<file path="src/logic/ddrlv_cfg.svh">
// constants for the leveling, per-device and reference control block
`ifndef DDRLV_CFG_SVH
`define DDRLV_CFG_SVH
// clock rate and exit settle time
`define DDRLV_CLK_MHZ 20
`define DDRLV_TMOD_NS 200
`define DDRLV_TMOD_CYC ((`DDRLV_TMOD_NS * `DDRLV_CLK_MHZ + 999) / 1000)
// mode register numbers
`define DDRLV_MR1 3'h1
`define DDRLV_MR3 3'h3
`define DDRLV_MR6 3'h6
// field positions
`define DDRLV_MR1_WL 7
`define DDRLV_MR1_QOFF 12
`define DDRLV_MR3_PDA 4
`define DDRLV_MR6_CAL 7
`define DDRLV_MR6_RANGE 6
// reset value of every mode register
`define DDRLV_MR_RST 14'h0000
// register port offsets
`define DDRLV_REG_CTRL 8'h00
`define DDRLV_REG_STAT 8'h04
`define DDRLV_REG_MR1 8'h08
`define DDRLV_REG_MR3 8'h0C
`define DDRLV_REG_MR6 8'h10
`define DDRLV_REG_VREF 8'h14
// reference level in thousandths of a percent of the supply
`define DDRLV_VREF_R1_BASE 17'h0EA60
`define DDRLV_VREF_R2_BASE 17'h0AFC8
`define DDRLV_VREF_STEP 17'h0028A
`endif

</file>
<file path="src/logic/ddrlv_pkg.sv">
// types for the leveling, per-device and reference control block
package ddrlv_pkg;
    // dq drive phase around write leveling
    typedef enum logic [1:0] {DQ_IDLE, DQ_UNDEF_IN, DQ_FEEDBACK, DQ_UNDEF_OUT} ddrlv_dq_t;
    // per-device qualification of a pending mode register set
    typedef enum logic [0:0] {PD_IDLE, PD_ARMED} ddrlv_pda_t;
endpackage

</file>
<file path="src/logic/ddrlv_sync.sv">
// two-flop synchroniser with edge pulses taken after the second flop
`timescale 1ns/1ps
module ddrlv_sync (
    input wire logic clock,
    input wire logic rstn,
    input wire logic pinIn,
    output logic level,
    output logic rise,
    output logic fall
);
    logic meta_r, stage_r, prev_r; // meta_r feeds stage_r only
    logic metaNxt, stageNxt, prevNxt;

    // next values of the chain
    always_comb begin
        metaNxt = rstn ? pinIn : 1'b0;
        stageNxt = rstn ? meta_r : 1'b0;
        prevNxt = rstn ? stage_r : 1'b0;
    end

    // register the chain
    always_ff @(posedge clock) begin
        meta_r <= metaNxt;
        stage_r <= stageNxt;
        prev_r <= prevNxt;
    end

    assign level = stage_r;
    assign rise = stage_r & ~prev_r;
    assign fall = ~stage_r & prev_r;
endmodule

</file>
<file path="src/logic/ddrlv_timer.sv">
// down counter that stays busy for a loaded number of cycles
`timescale 1ns/1ps
module ddrlv_timer (
    input wire logic clock,
    input wire logic rstn,
    input wire logic load,
    input wire logic [7:0] count,
    output logic busy
);
    logic [7:0] cnt_r; // cycles still to wait
    logic [7:0] cntNxt;

    // reload wins over counting down
    always_comb begin
        cntNxt = cnt_r;
        if (!rstn) begin
            cntNxt = 8'h00;
        end else if (load) begin
            cntNxt = count;
        end else if (cnt_r != 8'h00) begin
            cntNxt = cnt_r - 8'h01;
        end
    end

    // register the count
    always_ff @(posedge clock) begin
        cnt_r <= cntNxt;
    end

    assign busy = (cnt_r != 8'h00);
endmodule

</file>
<file path="src/logic/ddrlv_ctrl.sv">
// write leveling, per-device addressing and dq reference control
// Behaviour
// - mr1 bit 7 enters and leaves leveling
// - leveling odt switches only strobe termination
// - mr1 bit 12 disables the outputs
// - exit set may update 12..8, 2..1
// - dq undefined on entry until feedback
// - strobe rise samples clock onto all dq
// - dq undefined until settle after exit
// - mr3 bit 4 enables per-device, resets 0
// - dq0 low executes set, high ignores
// - dq0 sampled first fall or second rise
// - exit clears bit 4, rewrites whole mr3
// - mr6 enables calibration, range, level code
// - each code step is fixed size
// - mr6 write without bit 7 keeps level
// - last level before exit is used
//
// Implementation choices: the placing of the registers and the strobed register port.
`timescale 1ns/1ps
`include "ddrlv_cfg.svh"
module ddrlv_ctrl import ddrlv_pkg::*; (
    input wire logic clock,
    input wire logic rstn,
    input wire logic mrsValid,
    input wire logic [2:0] mrsSel,
    input wire logic [13:0] mrsAddr,
    input wire logic dqsPin,
    input wire logic ckPin,
    input wire logic odtPin,
    input wire logic dq0Pin,
    output logic [7:0] dqOut,
    output logic dqOe,
    output logic rttDqsOn,
    output logic rttDqOn,
    output logic wlMode,
    output logic pdaMode,
    output logic vrefCalMode,
    output logic vrefRange,
    output logic [5:0] vrefCode,
    output logic [16:0] vrefLevel,
    input wire logic [7:0] regAddr,
    input wire logic [31:0] regWdata,
    input wire logic regWr,
    input wire logic regRd,
    output logic [31:0] regRdata
);

    // synchronised pins
    logic dqsLvl, dqsRise, dqsFall, ckLvl, odtLvl, dq0Lvl;
    logic timerBusy; // settle time after leveling exit

    // pins come from the controller's domain, so all pass two flops
    ddrlv_sync uDqs (.clock(clock), .rstn(rstn), .pinIn(dqsPin),
        .level(dqsLvl), .rise(dqsRise), .fall(dqsFall));
    ddrlv_sync uCk (.clock(clock), .rstn(rstn), .pinIn(ckPin),
        .level(ckLvl), .rise(), .fall());
    ddrlv_sync uOdt (.clock(clock), .rstn(rstn), .pinIn(odtPin),
        .level(odtLvl), .rise(), .fall());
    ddrlv_sync uDq0 (.clock(clock), .rstn(rstn), .pinIn(dq0Pin),
        .level(dq0Lvl), .rise(), .fall());

    // mode register and reference state
    logic [13:0] mr1_r, mr3_r, mr6_r;
    logic [13:0] mr1Nxt, mr3Nxt, mr6Nxt;
    logic [6:0] vref_r, vrefNxt; // applied range and code
    logic sampleFall_r, sampleFallNxt; // pda sample edge choice
    // pending per-device command
    ddrlv_pda_t pda_r, pdaNxt;
    logic [2:0] heldSel_r, heldSelNxt;
    logic [13:0] heldAddr_r, heldAddrNxt;
    logic [1:0] riseCnt_r, riseCntNxt; // strobe rises since arming
    // command actually applied this cycle
    logic execute, pdaSample;
    logic [2:0] execSel;
    logic [13:0] execAddr;

    assign wlMode = mr1_r[`DDRLV_MR1_WL];
    assign pdaMode = mr3_r[`DDRLV_MR3_PDA];
    assign vrefCalMode = mr6_r[`DDRLV_MR6_CAL];

    // per-device capture: dq0 taken at the chosen strobe edge
    always_comb begin
        pdaNxt = pda_r;
        heldSelNxt = heldSel_r;
        heldAddrNxt = heldAddr_r;
        riseCntNxt = riseCnt_r;
        pdaSample = 1'b0;
        case (pda_r)
            PD_IDLE: begin
                // in per-device mode a set waits for its dq0 burst
                if (mrsValid && pdaMode) begin
                    pdaNxt = PD_ARMED;
                    heldSelNxt = mrsSel;
                    heldAddrNxt = mrsAddr;
                    riseCntNxt = 2'h0;
                end
            end
            PD_ARMED: begin
                if (dqsRise && riseCnt_r != 2'h3) begin
                    riseCntNxt = riseCnt_r + 2'h1;
                end
                // first falling or second rising edge of the burst
                if (sampleFall_r) begin
                    pdaSample = dqsFall && riseCnt_r != 2'h0;
                end else begin
                    pdaSample = dqsRise && riseCnt_r == 2'h1;
                end
                if (pdaSample) begin
                    pdaNxt = PD_IDLE;
                end
            end
            default: pdaNxt = PD_IDLE;
        endcase
        if (!rstn) begin
            pdaNxt = PD_IDLE;
        end
    end

    // dq0 low executes the held set, high drops it
    assign execute = pdaMode ? (pdaSample && !dq0Lvl) : mrsValid;
    assign execSel = pdaMode ? heldSel_r : mrsSel;
    assign execAddr = pdaMode ? heldAddr_r : mrsAddr;

    // mode register update rules
    always_comb begin
        mr1Nxt = mr1_r;
        mr3Nxt = mr3_r;
        mr6Nxt = mr6_r;
        vrefNxt = vref_r;
        sampleFallNxt = sampleFall_r;
        if (regWr && regAddr == `DDRLV_REG_CTRL) begin
            sampleFallNxt = regWdata[0];
        end
        if (execute) begin
            case (execSel)
                `DDRLV_MR1: begin
                    if (!wlMode) begin
                        mr1Nxt = execAddr;
                    end else if (execAddr[`DDRLV_MR1_WL]) begin
                        // inside leveling only the output-off bit moves
                        mr1Nxt[`DDRLV_MR1_QOFF] = execAddr[`DDRLV_MR1_QOFF];
                    end else begin
                        // the exit set may also carry 12..8 and 2..1
                        mr1Nxt[12:8] = execAddr[12:8];
                        mr1Nxt[`DDRLV_MR1_WL] = 1'b0;
                        mr1Nxt[2:1] = execAddr[2:1];
                    end
                end
                // the whole register is rewritten, exit included
                `DDRLV_MR3: mr3Nxt = execAddr;
                `DDRLV_MR6: begin
                    mr6Nxt[`DDRLV_MR6_CAL] = execAddr[`DDRLV_MR6_CAL];
                    if (execAddr[`DDRLV_MR6_CAL]) begin
                        mr6Nxt[6:0] = execAddr[6:0];
                        // the last level written stays applied on exit
                        vrefNxt = execAddr[6:0];
                    end
                    // with bit 7 clear, range and level are kept
                end
                default: mr6Nxt = mr6_r; // other register numbers ignored
            endcase
        end
        if (!rstn) begin
            mr1Nxt = `DDRLV_MR_RST;
            mr3Nxt = `DDRLV_MR_RST;
            mr6Nxt = `DDRLV_MR_RST;
            vrefNxt = 7'h00;
            sampleFallNxt = 1'b0;
        end
    end

    // register mode and capture state
    always_ff @(posedge clock) begin
        mr1_r <= mr1Nxt;
        mr3_r <= mr3Nxt;
        mr6_r <= mr6Nxt;
        vref_r <= vrefNxt;
        sampleFall_r <= sampleFallNxt;
        pda_r <= pdaNxt;
        heldSel_r <= heldSelNxt;
        heldAddr_r <= heldAddrNxt;
        riseCnt_r <= riseCntNxt;
    end

    assign vrefRange = vref_r[`DDRLV_MR6_RANGE];
    assign vrefCode = vref_r[5:0];
    // one fixed step per code, added to the range floor
    assign vrefLevel = (vrefRange ? `DDRLV_VREF_R2_BASE : `DDRLV_VREF_R1_BASE)
        + 17'(vrefCode * `DDRLV_VREF_STEP);

    // leveling dq phase and feedback
    ddrlv_dq_t dq_r, dqNxt;
    logic fbk_r, fbkNxt; // last sampled clock level
    logic dqOe_r, dqOeNxt;
    logic rttDqs_r, rttDq_r, rttDqsNxt, rttDqNxt;
    logic wlEnter, wlExit;

    assign wlEnter = !mr1_r[`DDRLV_MR1_WL] && mr1Nxt[`DDRLV_MR1_WL];
    assign wlExit = mr1_r[`DDRLV_MR1_WL] && !mr1Nxt[`DDRLV_MR1_WL];

    ddrlv_timer uMod (.clock(clock), .rstn(rstn), .load(wlExit),
        .count(8'(`DDRLV_TMOD_CYC)), .busy(timerBusy));

    // undefined on entry, feedback after a strobe, undefined after exit
    always_comb begin
        dqNxt = dq_r;
        fbkNxt = fbk_r;
        // each strobe rise in leveling loads the clock level
        if (wlMode && dqsRise) begin
            fbkNxt = ckLvl;
        end
        case (dq_r)
            DQ_IDLE: if (wlEnter) dqNxt = DQ_UNDEF_IN;
            DQ_UNDEF_IN: begin
                if (wlExit) begin
                    dqNxt = DQ_UNDEF_OUT;
                end else if (dqsRise) begin
                    dqNxt = DQ_FEEDBACK;
                end
            end
            DQ_FEEDBACK: if (wlExit) dqNxt = DQ_UNDEF_OUT;
            DQ_UNDEF_OUT: begin
                // undefined until settle time after the exit set
                if (wlEnter) begin
                    dqNxt = DQ_UNDEF_IN;
                end else if (!timerBusy) begin
                    dqNxt = DQ_IDLE;
                end
            end
            default: dqNxt = DQ_IDLE;
        endcase
        // undefined phases are shown as released pins
        dqOeNxt = (dqNxt == DQ_FEEDBACK) && !mr1Nxt[`DDRLV_MR1_QOFF];
        // leveling lets odt reach only the strobe pair
        rttDqsNxt = odtLvl;
        rttDqNxt = odtLvl && !mr1Nxt[`DDRLV_MR1_WL];
        if (!rstn) begin
            dqNxt = DQ_IDLE;
            fbkNxt = 1'b0;
            dqOeNxt = 1'b0;
            rttDqsNxt = 1'b0;
            rttDqNxt = 1'b0;
        end
    end

    // register dq phase and pin drivers
    always_ff @(posedge clock) begin
        dq_r <= dqNxt;
        fbk_r <= fbkNxt;
        dqOe_r <= dqOeNxt;
        rttDqs_r <= rttDqsNxt;
        rttDq_r <= rttDqNxt;
    end

    // feedback sits on every dq bit; no read strobe is driven
    assign dqOut = {8{fbk_r}};
    assign dqOe = dqOe_r;
    assign rttDqsOn = rttDqs_r;
    assign rttDqOn = rttDq_r;

    // register port read, data valid the cycle after the strobe
    logic [31:0] rdata_r, rdataNxt;
    always_comb begin
        rdataNxt = 32'h00000000;
        if (regRd && rstn) begin
            case (regAddr)
                `DDRLV_REG_CTRL: rdataNxt = {31'h0, sampleFall_r};
                `DDRLV_REG_STAT: rdataNxt = {24'h0, dq_r, timerBusy, pda_r,
                    vrefCalMode, mr1_r[`DDRLV_MR1_QOFF], pdaMode, wlMode};
                `DDRLV_REG_MR1: rdataNxt = {18'h0, mr1_r};
                `DDRLV_REG_MR3: rdataNxt = {18'h0, mr3_r};
                `DDRLV_REG_MR6: rdataNxt = {18'h0, mr6_r};
                `DDRLV_REG_VREF: rdataNxt = {15'h0, vrefLevel};
                default: rdataNxt = 32'h00000000; // unmapped reads zero
            endcase
        end
    end

    always_ff @(posedge clock) begin
        rdata_r <= rdataNxt;
    end
    assign regRdata = rdata_r;
endmodule

</file>
<file path="config.mk">
export PLATFORM = sky130hd
export DESIGN_NAME = ddrlv_ctrl
export DESIGN_NICKNAME = d
export VERILOG_FILES = /design/src/logic/ddrlv_pkg.sv /design/src/logic/ddrlv_sync.sv /design/src/logic/ddrlv_timer.sv /design/src/logic/ddrlv_ctrl.sv
export VERILOG_INCLUDE_DIRS = /design/src /design/src/logic
export SDC_FILE = /design/constraint.sdc
export NUM_CORES = 1
export LEC_CHECK = 0
export ABC_CLOCK_PERIOD_IN_PS = 5800
export BUFFER_PORTS_ARGS = -buffer_cell sky130_fd_sc_hd__buf_4
export CAP_MARGIN = 20
export CORE_MARGIN = 8
export CORE_UTILIZATION = 58
export CTS_CLUSTER_SIZE = 28
export DETAILED_ROUTE_END_ITERATION = 10
export PLACE_DENSITY = 0.89
export SLEW_MARGIN = 20
export SYNTH_ARGS = -nofsm -noshare
export SYNTH_HDL_FRONTEND = slang
export SYNTH_SLANG_ARGS = --single-unit
</file>
<file path="constraint.sdc">
create_clock -name clock -period 5.8 [get_ports clock]
set_clock_uncertainty 0.15 [all_clocks]
set_input_delay 0 -clock clock [delete_from_list [all_inputs] [get_ports clock]]
set_output_delay 0 -clock clock [all_outputs]
set_load 0.01 [all_outputs]
</file>
---- Word-level counts from Yosys, hierarchy flattened ----
Index checks and enable logic that the tools add are counted.
Widths: inputs -> output; s select.
word-level totals
  register bits ........................... 112
  bits of input ports ..................... 66
  output and inout bits ................... 70
  logic and storage cells ................. 117
operators by class
  add/sub/neg operators ................... 3
  multiply operators ...................... 1
  equal/unequal tests ..................... 17
  multiplexer cells ....................... 32
  bitwise logic cells ..................... 7
  reductions and logical operators ........ 29
operators with widths
  cell                  count
  $pmux 17 s6           1
  $mux 13               3
  $mux 2                10
  $add 16x16->17        1
  $eq 8x4->1 const B    2
  $eq 8x5->1 const B    2
  $mul 6x9->15 const B  1
  $mux 15               1
  $mux 14               1
  $logic_and 1x1->1     12
  $mux 5                2
  $mux 3                3
  $reduce_and 3->1      3
  $eq 8x3->1 const B    1
  $logic_not 8->1       1
  $pmux 2 s4            1
  $reduce_and 2->1      4
  $reduce_bool 8->1     1
  $sub 8x1->8 const B   1
  $mux 1                7
  $eq 2x2->1 const B    3
  $ne 2x2->1 const B    3
  $not 1->1             5
  $eq 2x1->1 const B    2
  other kinds (13)      18

---- Longest topological paths before layout ----
Gate-level depths: netlist (run 1).
  depth in word-level cells ............... 16
  mapped depth ............................ 14
  gate-level depth less buffers ........... 14

---- Hierarchy ----
Synthesis (run 1) repeated with hierarchy kept, for this count alone.
unflattened totals
  cells, all modules ...................... 555
  area total of the unflattened synthesis .. 5,298.8 µm²
by module, submodules not included
  module       instances  cells each  area an instance (µm²)  sequential area each (µm²)
  ddrlv_ctrl   1          469         4,453.0                 1,791.7
  ddrlv_timer  1          54          480.5                   160.2
  ddrlv_sync   4          8           91.3                    60.1

---- Worst setup path before layout (run 1) ----
Ideal clock, no wire load.
  path type ............................... register -> register
  start ................................... register mr6_r[5] (netlist name)
  end ..................................... register rdata_r[13] (netlist: regRdata[13])
  setup time .............................. 127 ps
  arrival time ............................ 3,391 ps
  data required time ...................... 5,523 ps
  slack ................................... 2,132 ps
  stages on the path, launching flop included .. 14
  buffers on the path ..................... 0
  period minus slack after synthesis ...... 3,668 ps
  cells stage by stage .................... dfxtp_1 > ha_1 > fa_1 > ha_1 > a21oi_1 > nand2_1 > a31oi_1 > xnor2_1 > ha_1 > or2_2 > o21ai_1 > a21oi_2 > and4_1 > or3_1
RTL lines
  element                 RTL line           RTL
  end signal: assignment  ddrlv_ctrl.sv:281  rdata_r <= rdataNxt;
  end: declaration        ddrlv_ctrl.sv:263  logic [31:0] rdata_r, rdataNxt;

==> out/metrics.yaml, run 1 <==
grt_usage_pct: 21.2
dieWidth_um: 111
ys_seq_elements: 97
setup_viol: 0
p_leak_uw: 0.00269
syn_avg_cell_area_um2: 9.92
clock_path_buffers: 2
cts_resized: 0
hpwlAfterDp_mm: 9.98
initial_core_util_pct: 60.0
grt_pass1_vias: 4387
stdcell_count: 743
rows: 34
peakVddDrop_mv: 0.129
p_int_uw: 1030
cts_sinks: 97
wl_per_cell_um: 18.6
final_cell_area_mm2: 0.00631
seqPwrFrac_pct: 51.7
ys.flop_type: "dfxtp_1"
yosysWarnings: 0
max_freq_mhz: 223
rsz0062_at_grt: "false"
synth_area_mm2: 0.00526
synth-edff-count: 19
fillCellCount: 612
cp.arrival_ps: 4330
hp-class: "in -> reg"
seqCellArea_mm2: 0.00213
die_h_um: 111
cp-start-kind: "flip-flop"
final_core_util_pct: 72.0
drtPass1Iterations: 5
p_comb_share_pct: 20.7
grt_overflow_total: 0
antenna_found_initial: 0
synthCells: 530
worstPathMaxFanout: 6
ys_top_cells_by_count: "dfxtp_1 (78), nor2_1 (63), buf_4 (30), ha_1 (30), nand2_1 (27)"
drv_slew: 0
cts_tree: "done"
worst_slew_pin_slew_ps: 1020
drive_above_1_share_pct: 22.4
num_vias: 4449
grt_max_degree: 42
async_flop_share_pct: 0
multiInputGateArea_mm2: 0.00281
setup_tns_ps: 0
cellPowerDensity_mw_per_mm2: 235
path_clk_slew_ps: 100
hold_violations: 0
postRouteWirelength_mm: 13.8
cp-end-kind: "output pin"
place_area_mm2: 0.00582
routabilityCongestion: 0.849
fp.dieArea_mm2: 0.0124
yosysTopAreaCellShare_pct: 29.7
n_antenna_cell: 0
grt_pass1_wl_mm: 21.9
clock-root-buffer: "clkbuf_8"
htreeDepth: 3
io_pins: 136
switching_power_uw: 453
timing.final.crit_share_pct: 77.3
io_buffers: 88
crit_top_cell: "ha_1"
core_mm2: 0.00876
required_ps: 5650
clk_latency_ps: 370
cts_buffers: 9
relSlewSlack_pct: 31.7
outcome: "complete, no violations"
path_class: "reg -> out"
drc: 0
slowest_stage: "dfxtp_1"
dp_cells: 696
synth_top_area_cell: "dfxtp_1"
drv_cap: 0
yosysMostFrequentCell: "dfxtp_1"
nets: 728
critPathBufInv: 1
path_cells: "ha_1, fa_1, ha_1, a21oi_1, nand2_1, a31oi_1, xnor2_1, ha_1, or2_2, o21ai_1, a211oi_1, nor3_1, nor2_1, buf_4"
area_growth_pct: 20.0
ys_types: 74
power_frac_clock_pct: 27.6
seq_area_frac_synth_pct: 40.5
synthTopCellsByArea: "dfxtp_1 (30%), edfxtp_1 (11%), ha_1 (7.1%), mux2i_1 (4.9%), nor2_1 (4.5%)"
finalCriticalPeriod_ps: 4480
slowest_delay_ps: 490
vias_per_cell: 5.99
dr.first_iter.drc_count: 464
p_sw_share_pct: 30.5
critPathTopFamily: "adder cells"
ant_nets: 0
## cell families (layout without fill, tap and decap cells)
family / Yosys count / count (layout) / synth area share [%]
and+or+nand+nor: 170 / 170 / 17.1
xor gates and xnor gates: 18 / 18 / 3.14
muxes: 37 / 37 / 7.30
AOI/OAI and AO/OA: 109 / 109 / 16.7
other: 1 / 16 / 0.0713
DFF: 97 / 97 / 40.5
adders and majority gates: 32 / 32 / 7.90
buffers and inverters: 66 / 156 / 7.21
## layer usage
metal / up-vias / global-route usage, % / routed length, um
met4: 0 / 8.80 / 394
met3: 41 / 4.98 / 938
met2: 195 / 36.0 / 6870
met5: - / 0 / 0
li1: 2081 / - / -
met1: 2132 / 25.0 / 5600
## state kept, by name, indices dropped and copies added, names as in the netlist, 2 cells and up
register    cells
regRdata       17
heldAddr_r     14
mr1_r          14
mr3_r          14
mr6_r           8
uMod.cnt_r      8
heldSel_r       3
dq_r            2
riseCnt_r       2
## final timing paths
kind                                             start                       to  slack, ps  cells after the start
worst max-delay path             mr6_r[5]$_SDFFE_PN0P_            vrefLevel[15]       1320                     14
worst min-delay path                        regAddr[4]   regRdata[3]$_SDFF_PN0_         80                      5
worst max register to register   mr6_r[5]$_SDFFE_PN0P_  regRdata[13]$_SDFF_PN0_       1660                     13
worst min register to register  uOdt.meta_r$_SDFF_PN0_    uOdt.level$_SDFF_PN0_        290                      1
## cells in the final DEF, fill, tap and decap left out, drive strengths merged, types with 7 or more instances in the layout
cell / instances
a21oi: 17
o21ai: 9
nand3: 11
nor2: 63
nor2b: 7
dlygate4sd3: 31
a31oi: 11
buf: 91
a211oi: 23
a22oi: 17
mux2i: 26
xnor2: 12
and2: 16
nand2: 29
ha: 30
conb: 16
edfxtp: 19
nor3: 10
dfxtp: 78
mux2: 11
inv: 21
clkbuf: 9
## what timing repair did
action                                 CTS  global route
buffers inserted                         0             0
hold buffers                            31             0
endpoints found under the hold margin   78             0
## metrics by stage
stage	hold slack, ps	setup WS (ps)	total power, uW
floorplan	-51.1	2130	988
global placement	38.7	1850	1050
detailed placement	39.0	1740	1070
CTS	56.3	1370	1480
global route	90.1	1130	1550
finish	80.9	1320	1480
## layout make-up
class / count / area share, %
clock buffers: 9 / 1.96
clock inverters: 7 / 0.833
inverters: 18 / 1.07
multi-input cells: 382 / 44.5
flip-flops and latches: 97 / 33.8
well taps: 108 / 2.14
repair buffers: 122 / 15.7
## power groups by stage
stage	combinational, uW	sequential, uW	clock, uW
after floorplan	216	772	0
after global placement	272	778	0
after detailed placement	288	781	0
after CTS	306	766	410
after global routing	337	771	441
final	307	767	410
## worst reg2reg max path, cell delays in order (launching register included)
cell and delay (ps):
dfxtp_1 490, ha_1 270, fa_1 440, ha_1 390
a21oi_1 280, nand2_1 140, a31oi_1 220, xnor2_1 140
ha_1 270, or2_2 340, o21ai_1 250, a21oi_2 150
and4_1 200, or3_1 290
Note: power is estimated with default switching activity, not from simulation.
==> run 2: changes to the inputs <==
--- a/config.mk
+++ b/config.mk
@@ -6,14 +6,15 @@
 export SDC_FILE = /design/constraint.sdc
 export NUM_CORES = 1
 export LEC_CHECK = 0
-export ABC_CLOCK_PERIOD_IN_PS = 5800
+export ABC_AREA = 1
+export ABC_CLOCK_PERIOD_IN_PS = 4700
 export BUFFER_PORTS_ARGS = -buffer_cell sky130_fd_sc_hd__buf_4
 export CAP_MARGIN = 20
 export CORE_MARGIN = 8
-export CORE_UTILIZATION = 58
+export CORE_UTILIZATION = 54
 export CTS_CLUSTER_SIZE = 28
 export DETAILED_ROUTE_END_ITERATION = 10
-export PLACE_DENSITY = 0.89
+export PLACE_DENSITY = 0.84
 export SLEW_MARGIN = 20
 export SYNTH_ARGS = -nofsm -noshare
 export SYNTH_HDL_FRONTEND = slang
==> constraint.sdc (replaced) <==
create_clock -name clock -period 4.7 [get_ports clock]
set_clock_uncertainty 0.15 [all_clocks]
set_input_delay 0 -clock clock [delete_from_list [all_inputs] [get_ports clock]]
set_output_delay 0 -clock clock [all_outputs]
set_load 0.01 [all_outputs]
==> run 2 against run 1 <==
  * First-iteration DRC count fell by 12%
  * Die area rose by 7.4%
  * Non-clock buffer count fell by 3
  * Clock-buffer cell count did not move
  * Core utilization fell by 5.8 points
  * Worst hold slack got worse by 27 ps
  * Clock power rose by 31%
  * Sequential share of layout area fell by 0.55 points
  * Cell count rose by 26%
  * Register-to-register slack got worse by 700 ps
  * Largest power group unchanged
==> out/metrics.yaml, run 2 <==
core_mm2: 0.00968  # +11%
hpwlAfterDp_mm: 10.0  # +0.51%
grt_pass1_vias: 4541  # +3.5%
p_leak_uw: 0.00306  # +14%
yosysWarnings: 0  # unchanged
num_vias: 4824  # +8.4%
ys_types: 39  # -47%
holdPathStages: 5  # unchanged
cts_sinks: 97  # unchanged
io_pins: 136  # unchanged
area_growth_pct: 20.5
synthTopCellsByArea: "dfxtp_1 (29%), edfxtp_1 (11%), nand2_1 (11%), inv_1 (7.5%), ha_1 (7.1%)"
antenna_found_initial: 0  # unchanged
io_buffers: 88  # unchanged
synth-edff-count: 19  # unchanged
setup_ws_ps: 549  # -770 ps
cp-end-kind: "output pin"
wl_per_cell_um: 14.2  # -24%
synth_area_mm2: 0.00532  # +1.2%
cts_setup_buffers: 0  # unchanged
grt_overflow_total: 0  # unchanged
peakVddDrop_mv: 0.178  # +38%
synthCells: 696  # +31%
clock_path_buffers: 2  # unchanged
finalCriticalPeriod_ps: 4150
required_ps: 4550  # -1100 ps
dp_slack_ps: 988  # -756 ps
outcome: "complete, no violations"
largest_register_ffs: 17  # unchanged
dr.first_iter.drc_count: 409  # -12%
r2r.worst_path.cells: 18  # +5
drive_above_1_share_pct: 16.3  # -6.0 points
clock-root-buffer: "clkbuf_8"
p_int_uw: 1310  # +27%
final_common_cell: "nand2_1"
p_comb_share_pct: 24.5  # +3.8 points
holdBufCountCts: 31  # unchanged
relSlewSlack_pct: 48.6  # +17 points
timing.final.crit_share_pct: 88.3
cts_resized: 0  # unchanged
cellPowerDensity_mw_per_mm2: 305  # +30%
ys_top_cells_by_count: "nand2_1 (149), inv_1 (107), dfxtp_1 (78)"
htreeDepth: 3  # unchanged
grt_max_degree: 52  # +24%
final_cell_mix: "nand2_1 (149), inv_1 (107), buf_4 (88), dfxtp_1 (78), a21oi_1 (53)"
power_frac_clock_pct: 27.3  # -0.3 points
ys_seq_elements: 97  # unchanged
yosysTopAreaCellShare_pct: 29.3  # -0.35 points
cp-start-kind: "flip-flop"
worstPathMaxFanout: 6  # unchanged
seqPwrFrac_pct: 48.2  # -3.5 points
rows: 36  # +5.9%
drc: 0  # unchanged
initial_core_util_pct: 55.0  # -5.1 points
dieWidth_um: 115  # +3.6%
seq_area_frac_synth_pct: 40.1  # -0.48 points
routabilityCongestion: 0.896  # +5.6%
crit_start: "mr6_r[4]$_SDFFE_PN0P_"
clk_latency_ps: 370  # about the same
path_clk_slew_ps: 100  # about the same
ant_nets: 0  # unchanged
rsz0062_at_grt: "false"
cp.arrival_ps: 4000  # -330 ps
switching_power_uw: 645  # +43%
nets: 895  # +23%
grt_pass1_wl_mm: 21.6  # -1.4%
hp-class: "in -> reg"
ys.flop_type: "dfxtp_1"
r2r-start: "mr6_r[4]$_SDFFE_PN0P_"
die_h_um: 115  # +3.6%
r2r_end: "regRdata[13]$_SDFF_PN0_"
yosysMostFrequentCell: "nand2_1"
vias_per_cell: 5.16  # -14%
cts_tree: "done"
synth_top_area_cell: "dfxtp_1"
max_freq_mhz: 241
hold_violations: 0  # unchanged
drtPass1Iterations: 5  # unchanged
drv_cap: 0  # unchanged
fp.dieArea_mm2: 0.0133  # +7.4%
drv_slew: 0  # unchanged
grt_usage_pct: 20.1  # -1.1 points
n_antenna_cell: 0  # unchanged
setup_viol: 0  # unchanged
ff2ff_setup_slack_ps: 960  # -700 ps
postRouteWirelength_mm: 13.3  # -3.9%
path_class: "reg -> out"
cts_buffers: 9  # unchanged
worst_slew_pin_slew_ps: 769  # -252 ps
setup_tns_ps: 0  # unchanged
cp-endpoint: "vrefLevel[14]"
fin_total_pwr_uw: 1960  # +32%
p_sw_share_pct: 32.9  # +2.4 points
async_flop_share_pct: 0  # unchanged
syn_avg_cell_area_um2: 7.65  # -23%
## run 2: changes by cell type after synthesis, moves of 19 or more
cell / previous run / this run
nand2_1: 27 / 149
inv_1: 18 / 107
a21oi_1: 15 / 53
mux2i_1: 26 / 0
o21ai_0: 7 / 33
a211oi_1: 22 / 1
o22ai_1: 0 / 19
## run 2: final cells by class
cell class | instances | area [um^2]
multi-input cells | 461 | 2530
repair buffers | 119 | 971
well taps | 133 | 166
flip-flops and latches | 97 | 2130
clock inverters | 7 | 73.8
inverters | 109 | 414
fillers | 822 | 3270
clock buffers | 9 | 124
## run 2: stage by stage
| stage | std cells | util [%] | area [um^2] | hold WS [ps] |
|---|---|---|---|---|
| detailed placement | 888 | 61.0 | 5910 | 36.3 |
| finish | 935 | 66.2 | 6410 | 53.6 |
| global route | 935 | 66.2 | 6410 | 70.1 |
| global placement | 888 | 61.0 | 5910 | 30.8 |
| floorplan | 711 | - | 5380 | -52.4 |
| CTS | 935 | 66.2 | 6410 | 41.6 |
## run 2: cell families (layout without fill, tap and decap cells)
kind of cell | Yosys count | after routing | synth area share (%)
AND/OR/NAND/NOR | 271 | 271 | 22.9
other | 1 | 16 | 0.0705
XOR/XNOR | 19 | 19 | 3.13
adder cells (fa/ha/maj) | 32 | 32 | 7.80
buffers and inverters | 153 | 244 | 13.4
flip-flops | 97 | 97 | 40.1
AO/OA/AOI/OAI | 123 | 123 | 12.6
## run 2: per-layer routing
layer / vias up / routed length [um] / track usage (%)
met1: 2192 / 5620 / 25.0
met5: - / 0 / 0
li1: 2410 / - / -
met3: 25 / 853 / 3.57
met2: 197 / 6560 / 34.0
met4: 0 / 227 / 7.27
## run 2: worst min-delay path by stage
stage                         endpoint  slack, ps        from
3_3_place_gp    uDqs.meta_r$_SDFF_PN0_         30      dqsPin
6_report       regRdata[16]$_SDFF_PN0_         50  regAddr[4]
3_5_place_dp    uOdt.meta_r$_SDFF_PN0_         40      odtPin
2_1_floorplan    uCk.meta_r$_SDFF_PN0_        -50       ckPin
5_1_grt        regRdata[16]$_SDFF_PN0_         70  regAddr[4]
4_1_cts        regRdata[16]$_SDFF_PN0_         40  regAddr[4]
## run 2: power groups by stage
| stage | Sequential, uW | Clock, uW | Combinational [uW] |
|---|---|---|---|
| after floorplan | 954 | 0 | 353 |
| after global placement | 959 | 0 | 438 |
| after detailed placement | 961 | 0 | 458 |
| after CTS | 943 | 542 | 481 |
| after global routing | 951 | 585 | 539 |
| final | 943 | 536 | 480 |
## run 2: worst max-delay path, cell delays in order, from the launching register on
cell and delay (ps):
dfxtp_1 490, ha_1 290, ha_1 290, ha_1 250, fa_1 500, xor2_1 220, ha_1 330, inv_1 70
nor2_1 140, nand4_1 110, nand2_1 120, nand2_1 60, nand2_1 100, nand2_1 90, nand2_1 90, nand2_1 100
nand2_1 70, nand2_1 50, nand2_1 90, inv_1 40, buf_4 130
